==> config.mk <==
export PLATFORM = sky130hd
export DESIGN_NAME = tcd_top
export DESIGN_NICKNAME = d
export VERILOG_FILES = /design/src/pkg/tcd_pkg.sv /design/src/pkg/tcd_filter_if.sv /design/src/hdl/tcd_top.sv /design/src/hdl/tcd_debounce.sv
export SDC_FILE = /design/constraint.sdc
export NUM_CORES = 1
export LEC_CHECK = 0
export BUFFER_PORTS_ARGS = -buffer_cell sky130_fd_sc_hd__buf_2
export CORE_AREA = 5 5 252 193
export CTS_CLUSTER_DIAMETER = 40
export DETAILED_ROUTE_END_ITERATION = 12
export DIE_AREA = 0 0 257 198
export PLACE_DENSITY = 0.49
export SETUP_SLACK_MARGIN = 0.4
export SLEW_MARGIN = 20
export SYNTH_ARGS = -nofsm -noshare
export SYNTH_HDL_FRONTEND = slang
export SYNTH_SLANG_ARGS = --single-unit
==> constraint.sdc <==
create_clock -name clk -period 6.65 [get_ports clk]
set_input_delay 1.33 -clock clk [delete_from_list [all_inputs] [get_ports clk]]
set_output_delay 1.33 -clock clk [all_outputs]
set_load 0.03 [all_outputs]
==> src/pkg/tcd_pkg.sv <==
// constants, field layout, reset values and modes of the threshold block
// assumes one 100 MHz clock and a decoded 16-bit register port
// Operation
// RL1 - sample at or below low level clears output
// RL2 - sample above high level sets output
// RL3 - binary levels reset low 0x5A, high 0xAA
// RL4 - warning A levels reset both to 0xCC
// RL5 - warning B levels reset 0x5A and 0x88
// RL6 - warning C levels reset both to 0x2D
// RL7 - binary enable clear forces comparator low; here it gates only the filter input and comparator_state stays high
// RL8 - bit 14 selects up/down, else up/clear
// RL9 - filter length counts 20 us periods
// RL10 - pulses shorter than length leave output unchanged
// RL11 - zero length bypasses filter, no latency
// RL12 - binary config resets to 0x0096
// RL13 - warning A config resets to 0x80FA
// RL14 - warning B config resets to 0x80FA
// RL15 - two-bit field picks hysteretic, midrange, GT, LT
// RL16 - reserved bit 13 reads zero, ignores writes
// RL17 - count while differing, toggle at length
package tcd_pkg;
   localparam int ADDR_W = 10;
   localparam int DATA_W = 16;
   localparam int LEVEL_W = 8;
   localparam int LEN_W = 13;
   localparam int NUM_PATHS = 4;
   localparam int NUM_FILTERS = 3;
   localparam int NUM_REGS = 7;
   localparam int NUM_LEVEL_REGS = 4;

   // path order inside every per-path vector; warning_rise holds only warnings A to C, from bit 0
   localparam int PATH_BINARY = 0;
   localparam int PATH_WARN_A = 1;
   localparam int PATH_WARN_B = 2;
   localparam int PATH_WARN_C = 3;

   // register offsets
   localparam logic [9:0] OFS_BINARY_LEVELS = 10'h003;
   localparam logic [9:0] OFS_WARN_A_LEVELS = 10'h004;
   localparam logic [9:0] OFS_WARN_B_LEVELS = 10'h005;
   localparam logic [9:0] OFS_WARN_C_LEVELS = 10'h006;
   localparam logic [9:0] OFS_BINARY_CONFIG = 10'h007;
   localparam logic [9:0] OFS_WARN_A_CONFIG = 10'h008;
   localparam logic [9:0] OFS_WARN_B_CONFIG = 10'h009;

   // field positions
   localparam int LOW_LSB = 8;
   localparam int HIGH_LSB = 0;
   localparam int ENABLE_BIT = 15;
   localparam int DIRECTION_BIT = 14;
   localparam int RESERVED_BIT = 13;
   localparam int LENGTH_LSB = 0;

   // reset values
   localparam logic [15:0] RST_BINARY_LEVELS = 16'h5AAA; // RL3
   localparam logic [15:0] RST_WARN_A_LEVELS = 16'hCCCC; // RL4
   localparam logic [15:0] RST_WARN_B_LEVELS = 16'h5A88; // RL5
   localparam logic [15:0] RST_WARN_C_LEVELS = 16'h2D2D; // RL6
   localparam logic [15:0] RST_BINARY_CONFIG = 16'h0096; // RL12
   localparam logic [15:0] RST_WARN_A_CONFIG = 16'h80FA; // RL13
   localparam logic [15:0] RST_WARN_B_CONFIG = 16'h80FA; // RL14
   localparam logic [NUM_REGS-1:0][15:0] REG_RESET = {
      RST_WARN_B_CONFIG, RST_WARN_A_CONFIG, RST_BINARY_CONFIG,
      RST_WARN_C_LEVELS, RST_WARN_B_LEVELS, RST_WARN_A_LEVELS,
      RST_BINARY_LEVELS};

   // writable bits
   localparam logic [15:0] WMASK_LEVELS = 16'hFFFF;
   localparam logic [15:0] WMASK_CONFIG = 16'hDFFF;

   // timing
   localparam int CLK_PERIOD_NS = 10;
   localparam int STEP_TIME_US = 20;
   localparam int STEP_CYCLES = (STEP_TIME_US * 1000) / CLK_PERIOD_NS;

   typedef enum logic [1:0] {
      TCD_MODE_HYST = 2'b00,
      TCD_MODE_MID = 2'b01,
      TCD_MODE_GT = 2'b10,
      TCD_MODE_LT = 2'b11
   } tcd_cmp_mode_e;
endpackage

==> src/pkg/tcd_filter_if.sv <==
// signals between the top and one debounce filter
// assumes all members change on the top's clock
interface tcd_filter_if;
   logic [tcd_pkg::LEN_W-1:0] length;
   logic count_down_mode;
   logic step;
   logic raw;
   logic filtered;
   modport ctrl (output length, output count_down_mode, output step, output raw,
      input filtered);
   modport filt (input length, input count_down_mode, input step, input raw,
      output filtered);
endinterface

==> src/hdl/tcd_top.sv <==
// threshold comparators, debounce filters and their registers
// assumes register strobes and samples come from logic on clk
module tcd_top #(
   parameter int STEP_CYCLES = tcd_pkg::STEP_CYCLES
) (
   // clock and reset
   input wire logic clk,
   input wire logic rst_b,
   // register port
   input wire logic [tcd_pkg::ADDR_W-1:0] reg_addr,
   input wire logic reg_wr,
   input wire logic reg_rd,
   input wire logic [tcd_pkg::DATA_W-1:0] reg_wdata,
   output logic [tcd_pkg::DATA_W-1:0] reg_rdata,
   output logic reg_rvalid,
   // samples
   input wire logic [tcd_pkg::LEVEL_W-1:0] adc_sample,
   input wire logic adc_valid,
   // comparator modes, two bits per path
   input wire logic [2*tcd_pkg::NUM_PATHS-1:0] comparator_mode,
   // path outputs
   output logic digital_output_pin,
   output logic warning_a_out,
   output logic warning_b_out,
   output logic warning_c_out,
   output logic [tcd_pkg::NUM_PATHS-1:0] comparator_state,
   output logic [tcd_pkg::NUM_PATHS-2:0] warning_rise
);
   localparam int STEP_W = $clog2(STEP_CYCLES + 1);
   localparam logic [STEP_W-1:0] STEP_LAST = STEP_W'(STEP_CYCLES - 1);

   // register storage
   logic [tcd_pkg::DATA_W-1:0] regs_reg [tcd_pkg::NUM_REGS];
   logic [tcd_pkg::DATA_W-1:0] rdata_reg;
   logic rvalid_reg;

   // address decode
   wire addr_hit;
   wire [tcd_pkg::ADDR_W-1:0] reg_index;
   wire [tcd_pkg::NUM_REGS-1:0] wr_sel;
   wire [tcd_pkg::DATA_W-1:0] rd_mux;

   // step timer
   logic [STEP_W-1:0] step_cnt_reg;
   logic [STEP_W-1:0] step_cnt_next;
   wire step_tick;

   // comparator and filter paths
   logic [tcd_pkg::NUM_PATHS-1:0] cmp_reg;
   logic [tcd_pkg::NUM_PATHS-1:0] cmp_next;
   wire [tcd_pkg::NUM_PATHS-1:0] path_enable;
   wire [tcd_pkg::NUM_PATHS-1:0] gated;
   wire [tcd_pkg::NUM_FILTERS-1:0] filtered;
   logic [tcd_pkg::NUM_PATHS-2:0] warn_prev_reg;
   wire [tcd_pkg::NUM_PATHS-2:0] warn_now;

   // ---- register port ----
   // offsets are contiguous, so one subtract gives the index
   assign addr_hit = (reg_addr >= tcd_pkg::OFS_BINARY_LEVELS)
      && (reg_addr <= tcd_pkg::OFS_WARN_B_CONFIG);
   assign reg_index = reg_addr - tcd_pkg::OFS_BINARY_LEVELS;
   assign rd_mux = addr_hit ? regs_reg[reg_index[2:0]] : '0;

   genvar r;
   generate
      for (r = 0; r < tcd_pkg::NUM_REGS; r++) begin : g_reg
         localparam logic [15:0] WMASK = (r < tcd_pkg::NUM_LEVEL_REGS)
            ? tcd_pkg::WMASK_LEVELS : tcd_pkg::WMASK_CONFIG;
         assign wr_sel[r] = reg_wr && addr_hit
            && (reg_index == tcd_pkg::ADDR_W'(r));

         always_ff @(posedge clk or negedge rst_b) begin
            if (!rst_b) begin
               regs_reg[r] <= tcd_pkg::REG_RESET[r]; // RL3
            end else if (wr_sel[r]) begin
               // masked bits keep their value, so reserved reads zero
               regs_reg[r] <= (reg_wdata & WMASK) | (regs_reg[r] & ~WMASK); // RL16
            end
         end
      end
   endgenerate

   // read data holds until the next read; unmapped offsets read zero
   always_ff @(posedge clk or negedge rst_b) begin
      if (!rst_b) begin
         rdata_reg <= '0;
         rvalid_reg <= 1'b0;
      end else begin
         rvalid_reg <= reg_rd;
         if (reg_rd) begin
            rdata_reg <= rd_mux;
         end
      end
   end

   assign reg_rdata = rdata_reg;
   assign reg_rvalid = rvalid_reg;

   // ---- step timer ----
   // one free-running timer shared by all filters; a step may fall
   // anywhere inside the first period after a change
   assign step_tick = (step_cnt_reg == STEP_LAST); // RL9

   always_comb begin
      step_cnt_next = step_cnt_reg + 1'b1;
      if (step_tick) begin
         step_cnt_next = '0;
      end
   end

   always_ff @(posedge clk or negedge rst_b) begin
      if (!rst_b) begin
         step_cnt_reg <= '0;
      end else begin
         step_cnt_reg <= step_cnt_next;
      end
   end

   // ---- comparators ----
   genvar p;
   generate
      for (p = 0; p < tcd_pkg::NUM_PATHS; p++) begin : g_cmp
         wire [tcd_pkg::LEVEL_W-1:0] low_level;
         wire [tcd_pkg::LEVEL_W-1:0] high_level;
         wire above_high;
         wire at_or_below_low;
         wire tcd_pkg::tcd_cmp_mode_e mode;

         assign low_level = regs_reg[p][tcd_pkg::LOW_LSB +: tcd_pkg::LEVEL_W];
         assign high_level = regs_reg[p][tcd_pkg::HIGH_LSB +: tcd_pkg::LEVEL_W];
         assign above_high = (adc_sample > high_level); // RL2
         assign at_or_below_low = (adc_sample <= low_level); // RL1
         assign mode = tcd_pkg::tcd_cmp_mode_e'(comparator_mode[2*p +: 2]);

         always_comb begin
            cmp_next[p] = cmp_reg[p];
            if (adc_valid) begin
               unique case (mode) // RL15
                  tcd_pkg::TCD_MODE_HYST: begin
                     if (above_high) begin
                        cmp_next[p] = 1'b1; // RL2
                     end else if (at_or_below_low) begin
                        cmp_next[p] = 1'b0; // RL1
                     end
                  end
                  tcd_pkg::TCD_MODE_MID: begin
                     cmp_next[p] = !above_high && !at_or_below_low
                        && (adc_sample != high_level);
                  end
                  tcd_pkg::TCD_MODE_GT: begin
                     cmp_next[p] = above_high;
                  end
                  tcd_pkg::TCD_MODE_LT: begin
                     cmp_next[p] = !above_high;
                  end
               endcase
            end
         end

         always_ff @(posedge clk or negedge rst_b) begin
            if (!rst_b) begin
               cmp_reg[p] <= 1'b0;
            end else begin
               cmp_reg[p] <= cmp_next[p];
            end
         end
      end
   endgenerate

   // ---- enables ----
   // warning C has no config register here, so it stays enabled
   generate
      for (p = 0; p < tcd_pkg::NUM_FILTERS; p++) begin : g_en
         assign path_enable[p] =
            regs_reg[tcd_pkg::NUM_LEVEL_REGS + p][tcd_pkg::ENABLE_BIT]; // RL7
      end
   endgenerate
   assign path_enable[tcd_pkg::PATH_WARN_C] = 1'b1;
   assign gated = cmp_reg & path_enable; // RL7

   // ---- debounce filters ----
   genvar f;
   generate
      for (f = 0; f < tcd_pkg::NUM_FILTERS; f++) begin : g_filt
         tcd_filter_if fif ();

         assign fif.raw = gated[f];
         assign fif.step = step_tick;
         assign fif.length = regs_reg[tcd_pkg::NUM_LEVEL_REGS + f]
            [tcd_pkg::LENGTH_LSB +: tcd_pkg::LEN_W]; // RL9
         assign fif.count_down_mode = regs_reg[tcd_pkg::NUM_LEVEL_REGS + f]
            [tcd_pkg::DIRECTION_BIT]; // RL8
         assign filtered[f] = fif.filtered;

         tcd_debounce u_debounce (
            .clk(clk),
            .rst_b(rst_b),
            .port(fif.filt)
         );
      end
   endgenerate

   // ---- outputs ----
   assign digital_output_pin = filtered[tcd_pkg::PATH_BINARY];
   assign warning_a_out = filtered[tcd_pkg::PATH_WARN_A];
   assign warning_b_out = filtered[tcd_pkg::PATH_WARN_B];
   assign warning_c_out = gated[tcd_pkg::PATH_WARN_C];
   assign comparator_state = cmp_reg;

   // low-to-high events on the warning outputs, one cycle each
   assign warn_now = {warning_c_out, warning_b_out, warning_a_out};

   always_ff @(posedge clk or negedge rst_b) begin
      if (!rst_b) begin
         warn_prev_reg <= '0;
      end else begin
         warn_prev_reg <= warn_now;
      end
   end

   assign warning_rise = warn_now & ~warn_prev_reg;
endmodule

==> src/hdl/tcd_debounce.sv <==
// one debounce filter counting whole steps
// assumes step is a one-cycle pulse every step period
module tcd_debounce (
   // clock and reset
   input wire logic clk,
   input wire logic rst_b,
   // configuration and data
   tcd_filter_if.filt port
);
   logic state_reg;
   logic state_next;
   logic [tcd_pkg::LEN_W-1:0] cnt_reg;
   logic [tcd_pkg::LEN_W-1:0] cnt_next;
   wire bypass;
   wire differs;
   wire [tcd_pkg::LEN_W:0] cnt_inc;
   wire reached;

   assign bypass = (port.length == '0);
   assign differs = (port.raw != state_reg);
   assign cnt_inc = {1'b0, cnt_reg} + {{tcd_pkg::LEN_W{1'b0}}, 1'b1};
   assign reached = (cnt_inc >= {1'b0, port.length});

   always_comb begin
      state_next = state_reg;
      cnt_next = cnt_reg;
      if (bypass) begin
         // keeps state aligned so leaving bypass causes no toggle
         state_next = port.raw; // RL11
         cnt_next = '0;
      end else if (port.step) begin
         if (differs) begin
            if (reached) begin
               state_next = ~state_reg; // RL17
               cnt_next = '0;
            end else begin
               cnt_next = cnt_inc[tcd_pkg::LEN_W-1:0]; // RL10
            end
         end else if (port.count_down_mode) begin
            cnt_next = (cnt_reg == '0) ? cnt_reg : cnt_reg - 1'b1; // RL8
         end else begin
            cnt_next = '0; // RL17
         end
      end
   end

   always_ff @(posedge clk or negedge rst_b) begin
      if (!rst_b) begin
         state_reg <= 1'b0;
         cnt_reg <= '0;
      end else begin
         state_reg <= state_next;
         cnt_reg <= cnt_next;
      end
   end

   // zero length passes straight through
   assign port.filtered = bypass ? port.raw : state_reg; // RL11
endmodule

==> metrics.txt <==
# TYPE chip_impl_metric gauge
chip_impl_metric{name="final-seq-area",unit="sq um"} 4710
chip_impl_metric{name="worst-slew-pin-transition",unit="ps"} 1030
chip_impl_info{name="outcome",value="complete, no violations"} 1
chip_impl_metric{name="grt_antenna_before_repair",unit=""} 3
chip_impl_metric{name="largest_net_degree_at_the_start_of_global_routing",unit=""} 175
chip_impl_metric{name="count_of_final_max_slew_check_failures",unit=""} 0
chip_impl_metric{name="antenna_violation_net_count_after_detailed_routing",unit=""} 0
chip_impl_metric{name="global_route.overflow_total",unit=""} 0
chip_impl_metric{name="chipWidth",unit="um"} 257
chip_impl_metric{name="p_leak",unit="uW"} 0.00670
chip_impl_metric{name="flow.area_growth_from_synthesis",unit="%"} 11.6
chip_impl_metric{name="yosysWarningCount",unit=""} 0
chip_impl_metric{name="postSynth.asyncResetShare",unit=""} 1.00
chip_impl_metric{name="timing_hold_violations_final",unit=""} 0
chip_impl_info{name="cts_tree",value="done"} 1
chip_impl_metric{name="cts-htree-levels",unit=""} 4
chip_impl_metric{name="drv.max_cap_violation_count",unit=""} 0
chip_impl_metric{name="synth_seq_cells",unit=""} 186
chip_impl_metric{name="numPortBuffers",unit=""} 74
chip_impl_info{name="hold_path.class",value="reg -> reg"} 1
chip_impl_info{name="critPathLaunchType",value="register"} 1
chip_impl_metric{name="power.share.combinational",unit=""} 0.095
chip_impl_metric{name="wl_per_cell",unit="um"} 18.9
chip_impl_metric{name="data_arrival_time_of_the_critical_path",unit="ps"} 3000
chip_impl_info{name="path_class",value="reg -> out"} 1
chip_impl_metric{name="post_synth.cell_area_avg",unit="sq um"} 9.31
chip_impl_metric{name="syn-num-nets",unit=""} 1572
chip_impl_metric{name="placeableCoreArea",unit="sq um"} 45600
chip_impl_metric{name="min_path_cells",unit=""} 0
chip_impl_info{name="root_buffer",value="sky130_fd_sc_hd__clkbuf_16"} 1
chip_impl_metric{name="multi_input_comb_area",unit="sq um"} 7550
chip_impl_metric{name="remaining_drc_errors",unit=""} 0
chip_impl_metric{name="worst_r2r_path_depth",unit=""} 12
chip_impl_metric{name="finalCoreUtilization",unit=""} 0.320
chip_impl_metric{name="global_route.usage.total",unit=""} 0.151
chip_impl_metric{name="clock_network_fraction_of_design_power",unit=""} 0.441
chip_impl_metric{name="drt_first_pass_iters",unit=""} 7
chip_impl_metric{name="p_int",unit="uW"} 1850
chip_impl_metric{name="num_rows",unit=""} 68
chip_impl_metric{name="netlist_area",unit="sq um"} 13100
chip_impl_metric{name="initial_core_util",unit=""} 0.287
chip_impl_metric{name="final-setup-viol-count",unit=""} 0
chip_impl_metric{name="post_cts_resize_count",unit=""} 0
chip_impl_metric{name="first_global_vias",unit=""} 10000
chip_impl_info{name="postSynth.topFlopCell",value="sky130_fd_sc_hd__dfrtp_1"} 1
chip_impl_metric{name="period_share",unit=""} 0.651
chip_impl_info{name="type_of_destination_of_the_critical_path",value="output pin"} 1
chip_impl_metric{name="timing.slew.headroom",unit=""} 0.309
chip_impl_metric{name="worst_setup_hold_path_clk_slew",unit="ps"} 80
chip_impl_info{name="grt_setup_unrepaired",value="false"} 1
chip_impl_metric{name="numCtsBuffers",unit=""} 17
chip_impl_metric{name="drive_above_1_share",unit=""} 0.203
chip_impl_metric{name="wire_length_of_the_first_global_routing_pass",unit="mm"} 60.7
chip_impl_metric{name="cts_sinks",unit=""} 186
chip_impl_metric{name="relative_contribution_of_sequential_cells_to_total_power",unit=""} 0.464
chip_impl_metric{name="maxClockFrequency",unit="MHz"} 231
chip_impl_metric{name="switching_power_of_the_nets",unit="uW"} 668
chip_impl_metric{name="post_dp_hpwl",unit="mm"} 29.2
chip_impl_metric{name="final.min_clock_period",unit="ps"} 4330
chip_impl_metric{name="vias",unit=""} 10600
chip_impl_metric{name="required",unit="ps"} 5320
chip_impl_metric{name="synth_edf_count",unit=""} 0
chip_impl_metric{name="post-cts-setup-buffers",unit=""} 0
chip_impl_metric{name="clock-skew-final",unit="ps"} 13.0
chip_impl_metric{name="post_synth_inst_count",unit=""} 1406
chip_impl_metric{name="routabilityCongestion",unit=""} 0.840
chip_impl_metric{name="timing.setup.tns",unit="ps"} 0
chip_impl_metric{name="antennaDiodeCount",unit=""} 0
chip_impl_metric{name="routed_wirelength",unit="mm"} 38.7
chip_impl_metric{name="peakVddDrop",unit="mV"} 0.182
chip_impl_metric{name="die_height",unit="um"} 198
chip_impl_metric{name="synth_cell_type_count",unit=""} 80
chip_impl_metric{name="clk_path_buf_depth",unit=""} 2
chip_impl_metric{name="filler_cell_count",unit=""} 4796
chip_impl_metric{name="cts_hold_buf",unit=""} 0
chip_impl_metric{name="powerDensity",unit="nW/um^2"} 172
chip_impl_metric{name="avgViaCountPerCell",unit=""} 5.15
chip_impl_metric{name="power.share.switching",unit=""} 0.265
chip_impl_metric{name="insertion_delay",unit="ps"} 460
chip_impl_metric{name="design.portCount",unit=""} 75
chip_impl_metric{name="drtIter0Drc",unit=""} 911
chip_impl_metric{name="synth.yosys.seq_area_share",unit=""} 0.360
chip_impl_metric{name="path_max_fanout",unit=""} 6
chip_impl_metric{name="fp.dieArea",unit="sq um"} 50900
chip_impl_metric{name="finish.net_count",unit=""} 1608
[Yosys cell counts, types with 4 or more instances]
master / instances / share of area
sky130_fd_sc_hd__dfrtp_1: 138 / 0.26
sky130_fd_sc_hd__nand2_1: 130 / 0.037
sky130_fd_sc_hd__inv_1: 128 / 0.037
sky130_fd_sc_hd__ha_1: 119 / 0.11
sky130_fd_sc_hd__o21ai_0: 102 / 0.039
sky130_fd_sc_hd__a21oi_1: 88 / 0.034
sky130_fd_sc_hd__nor2_1: 88 / 0.025
sky130_fd_sc_hd__mux2_2: 75 / 0.065
sky130_fd_sc_hd__dfstp_2: 48 / 0.096
sky130_fd_sc_hd__clkbuf_1: 40 / 0.011
sky130_fd_sc_hd__nand4_1: 36 / 0.017
sky130_fd_sc_hd__nand3_1: 31 / 0.012
sky130_fd_sc_hd__xor2_1: 27 / 0.018
sky130_fd_sc_hd__o22ai_1: 25 / 0.012
sky130_fd_sc_hd__xnor2_1: 24 / 0.016
sky130_fd_sc_hd__mux2i_1: 21 / 0.016
sky130_fd_sc_hd__and3_1: 18 / 0.0086
sky130_fd_sc_hd__mux4_2: 18 / 0.031
sky130_fd_sc_hd__nor3_1: 18 / 0.0069
sky130_fd_sc_hd__a21o_1: 17 / 0.0097
sky130_fd_sc_hd__nor4_1: 13 / 0.0062
sky130_fd_sc_hd__nor2b_1: 12 / 0.0057
sky130_fd_sc_hd__buf_2: 11 / 0.0042
sky130_fd_sc_hd__o21a_1: 11 / 0.0063
sky130_fd_sc_hd__a211oi_1: 9 / 0.0052
sky130_fd_sc_hd__a22oi_1: 9 / 0.0052
sky130_fd_sc_hd__a22o_1: 8 / 0.0054
sky130_fd_sc_hd__nand2b_1: 8 / 0.0038
sky130_fd_sc_hd__o211ai_1: 8 / 0.0046
sky130_fd_sc_hd__o31ai_1: 8 / 0.0046
sky130_fd_sc_hd__a211o_1: 7 / 0.0047
sky130_fd_sc_hd__a31oi_1: 7 / 0.0033
sky130_fd_sc_hd__and2_1: 7 / 0.0033
sky130_fd_sc_hd__buf_1: 6 / 0.0017
sky130_fd_sc_hd__o221ai_1: 6 / 0.0040
sky130_fd_sc_hd__a221o_1: 5 / 0.0038
sky130_fd_sc_hd__nand3_2: 5 / 0.0038
sky130_fd_sc_hd__or2_2: 5 / 0.0024
sky130_fd_sc_hd__or3_1: 5 / 0.0024
sky130_fd_sc_hd__and4_1: 4 / 0.0027
sky130_fd_sc_hd__nor2_2: 4 / 0.0019
[final cells by class]
class | count | share of cell area
multi-input cells | 1023 | 0.517
well taps | 595 | 0.0510
flip-flops and latches | 186 | 0.323
clock inverters | 13 | 0.0114
repair buffers | 85 | 0.0338
clock buffers | 19 | 0.0310
inverters | 129 | 0.0331
[power groups by stage]
stage	registers, uW	clock network [uW]	logic, uW
2_1_floorplan	1190	0	130
3_3_place_gp	1190	0	235
3_5_place_dp	1190	0	238
4_1_cts	1170	1140	240
5_1_grt	1170	1180	270
6_report	1170	1110	239
[path summary, 6_finish.rpt]
check | slack [ps] | startpoint | endpoint
setup reg to reg | 2620 | g_filt[1].u_debounce.cnt_reg[2] | g_filt[1].u_debounce.cnt_reg[5]
setup / recovery | 2320 | g_filt[1].fif.length[2] | warning_rise[0]
min in group asynchronous | 720 | rst_b | comparator_state[0]
hold / removal | 480 | comparator_state[3] | warn_prev_reg[2]
hold reg to reg | 480 | comparator_state[3] | warn_prev_reg[2]
max in group asynchronous | 4710 | rst_b | g_filt[0].fif.length[0]
[metal layers]
| layer | global-route usage | vias to the layer above | wire, um |
|---|---|---|---|
| li1 | - | 5109 | - |
| met1 | 0.234 | 5230 | 20100 |
| met2 | 0.218 | 200 | 16200 |
| met3 | 0.0331 | 19 | 2110 |
| met4 | 0.0244 | 0 | 280 |
| met5 | 0 | - | 0 |
[logic make-up (layout without fill, tap and decap cells)]
logic type      count (synthesis)  after routing  share of synthesized area
buf+inv                       197            246                     0.0648
compound gates                334            334                      0.160
simple gates                  404            404                      0.154
flops                         186            186                      0.360
fa+ha+maj                     119            119                      0.114
mux                           114            114                      0.112
xor+xnor                       52             52                     0.0354
[cells in the final DEF, fill, tap and decap left out, drive strengths merged, types with 9 or more instances in the layout]
master and count:
xor2 27, a21oi 88, a211oi 9, ha 119
buf 84, nand4 36, nand3 36, o21a 11
and2 9, a21o 17, and3 18, inv 132
nor3 19, dfrtp 138, nand2 131, mux2 75
xnor2 25, o31ai 9, o21ai 104, nor4 15
nor2b 12, dfstp 48, nor2 92, o22ai 25
mux4 18, clkbuf 20, mux2i 21, a22oi 9
[worst max-delay path, cell delays in order (launching register included)]
cell and delay (ps):
sky130_fd_sc_hd__dfrtp_1 420, sky130_fd_sc_hd__nor4_1 750, sky130_fd_sc_hd__nand4_1 480, sky130_fd_sc_hd__o21ai_0 520
sky130_fd_sc_hd__nor2b_1 180, sky130_fd_sc_hd__buf_2 200
[per-stage QoR]
stage | std cells | power, uW | instance area (sq um) | hold WS [ps] | setup WS (ps)
after floorplan | 1406 | 1320 | 13100 | 438 | 2790
after global placement | 2017 | 1420 | 14000 | 444 | 2030
after detailed placement | 2017 | 1430 | 14000 | 465 | 1960
after CTS | 2049 | 2550 | 14600 | 482 | 2420
after global routing | 2050 | 2620 | 14600 | 510 | 2140
final | 2050 | 2520 | 14600 | 476 | 2320
No activity file was read; power rests on OpenSTA's default activity.
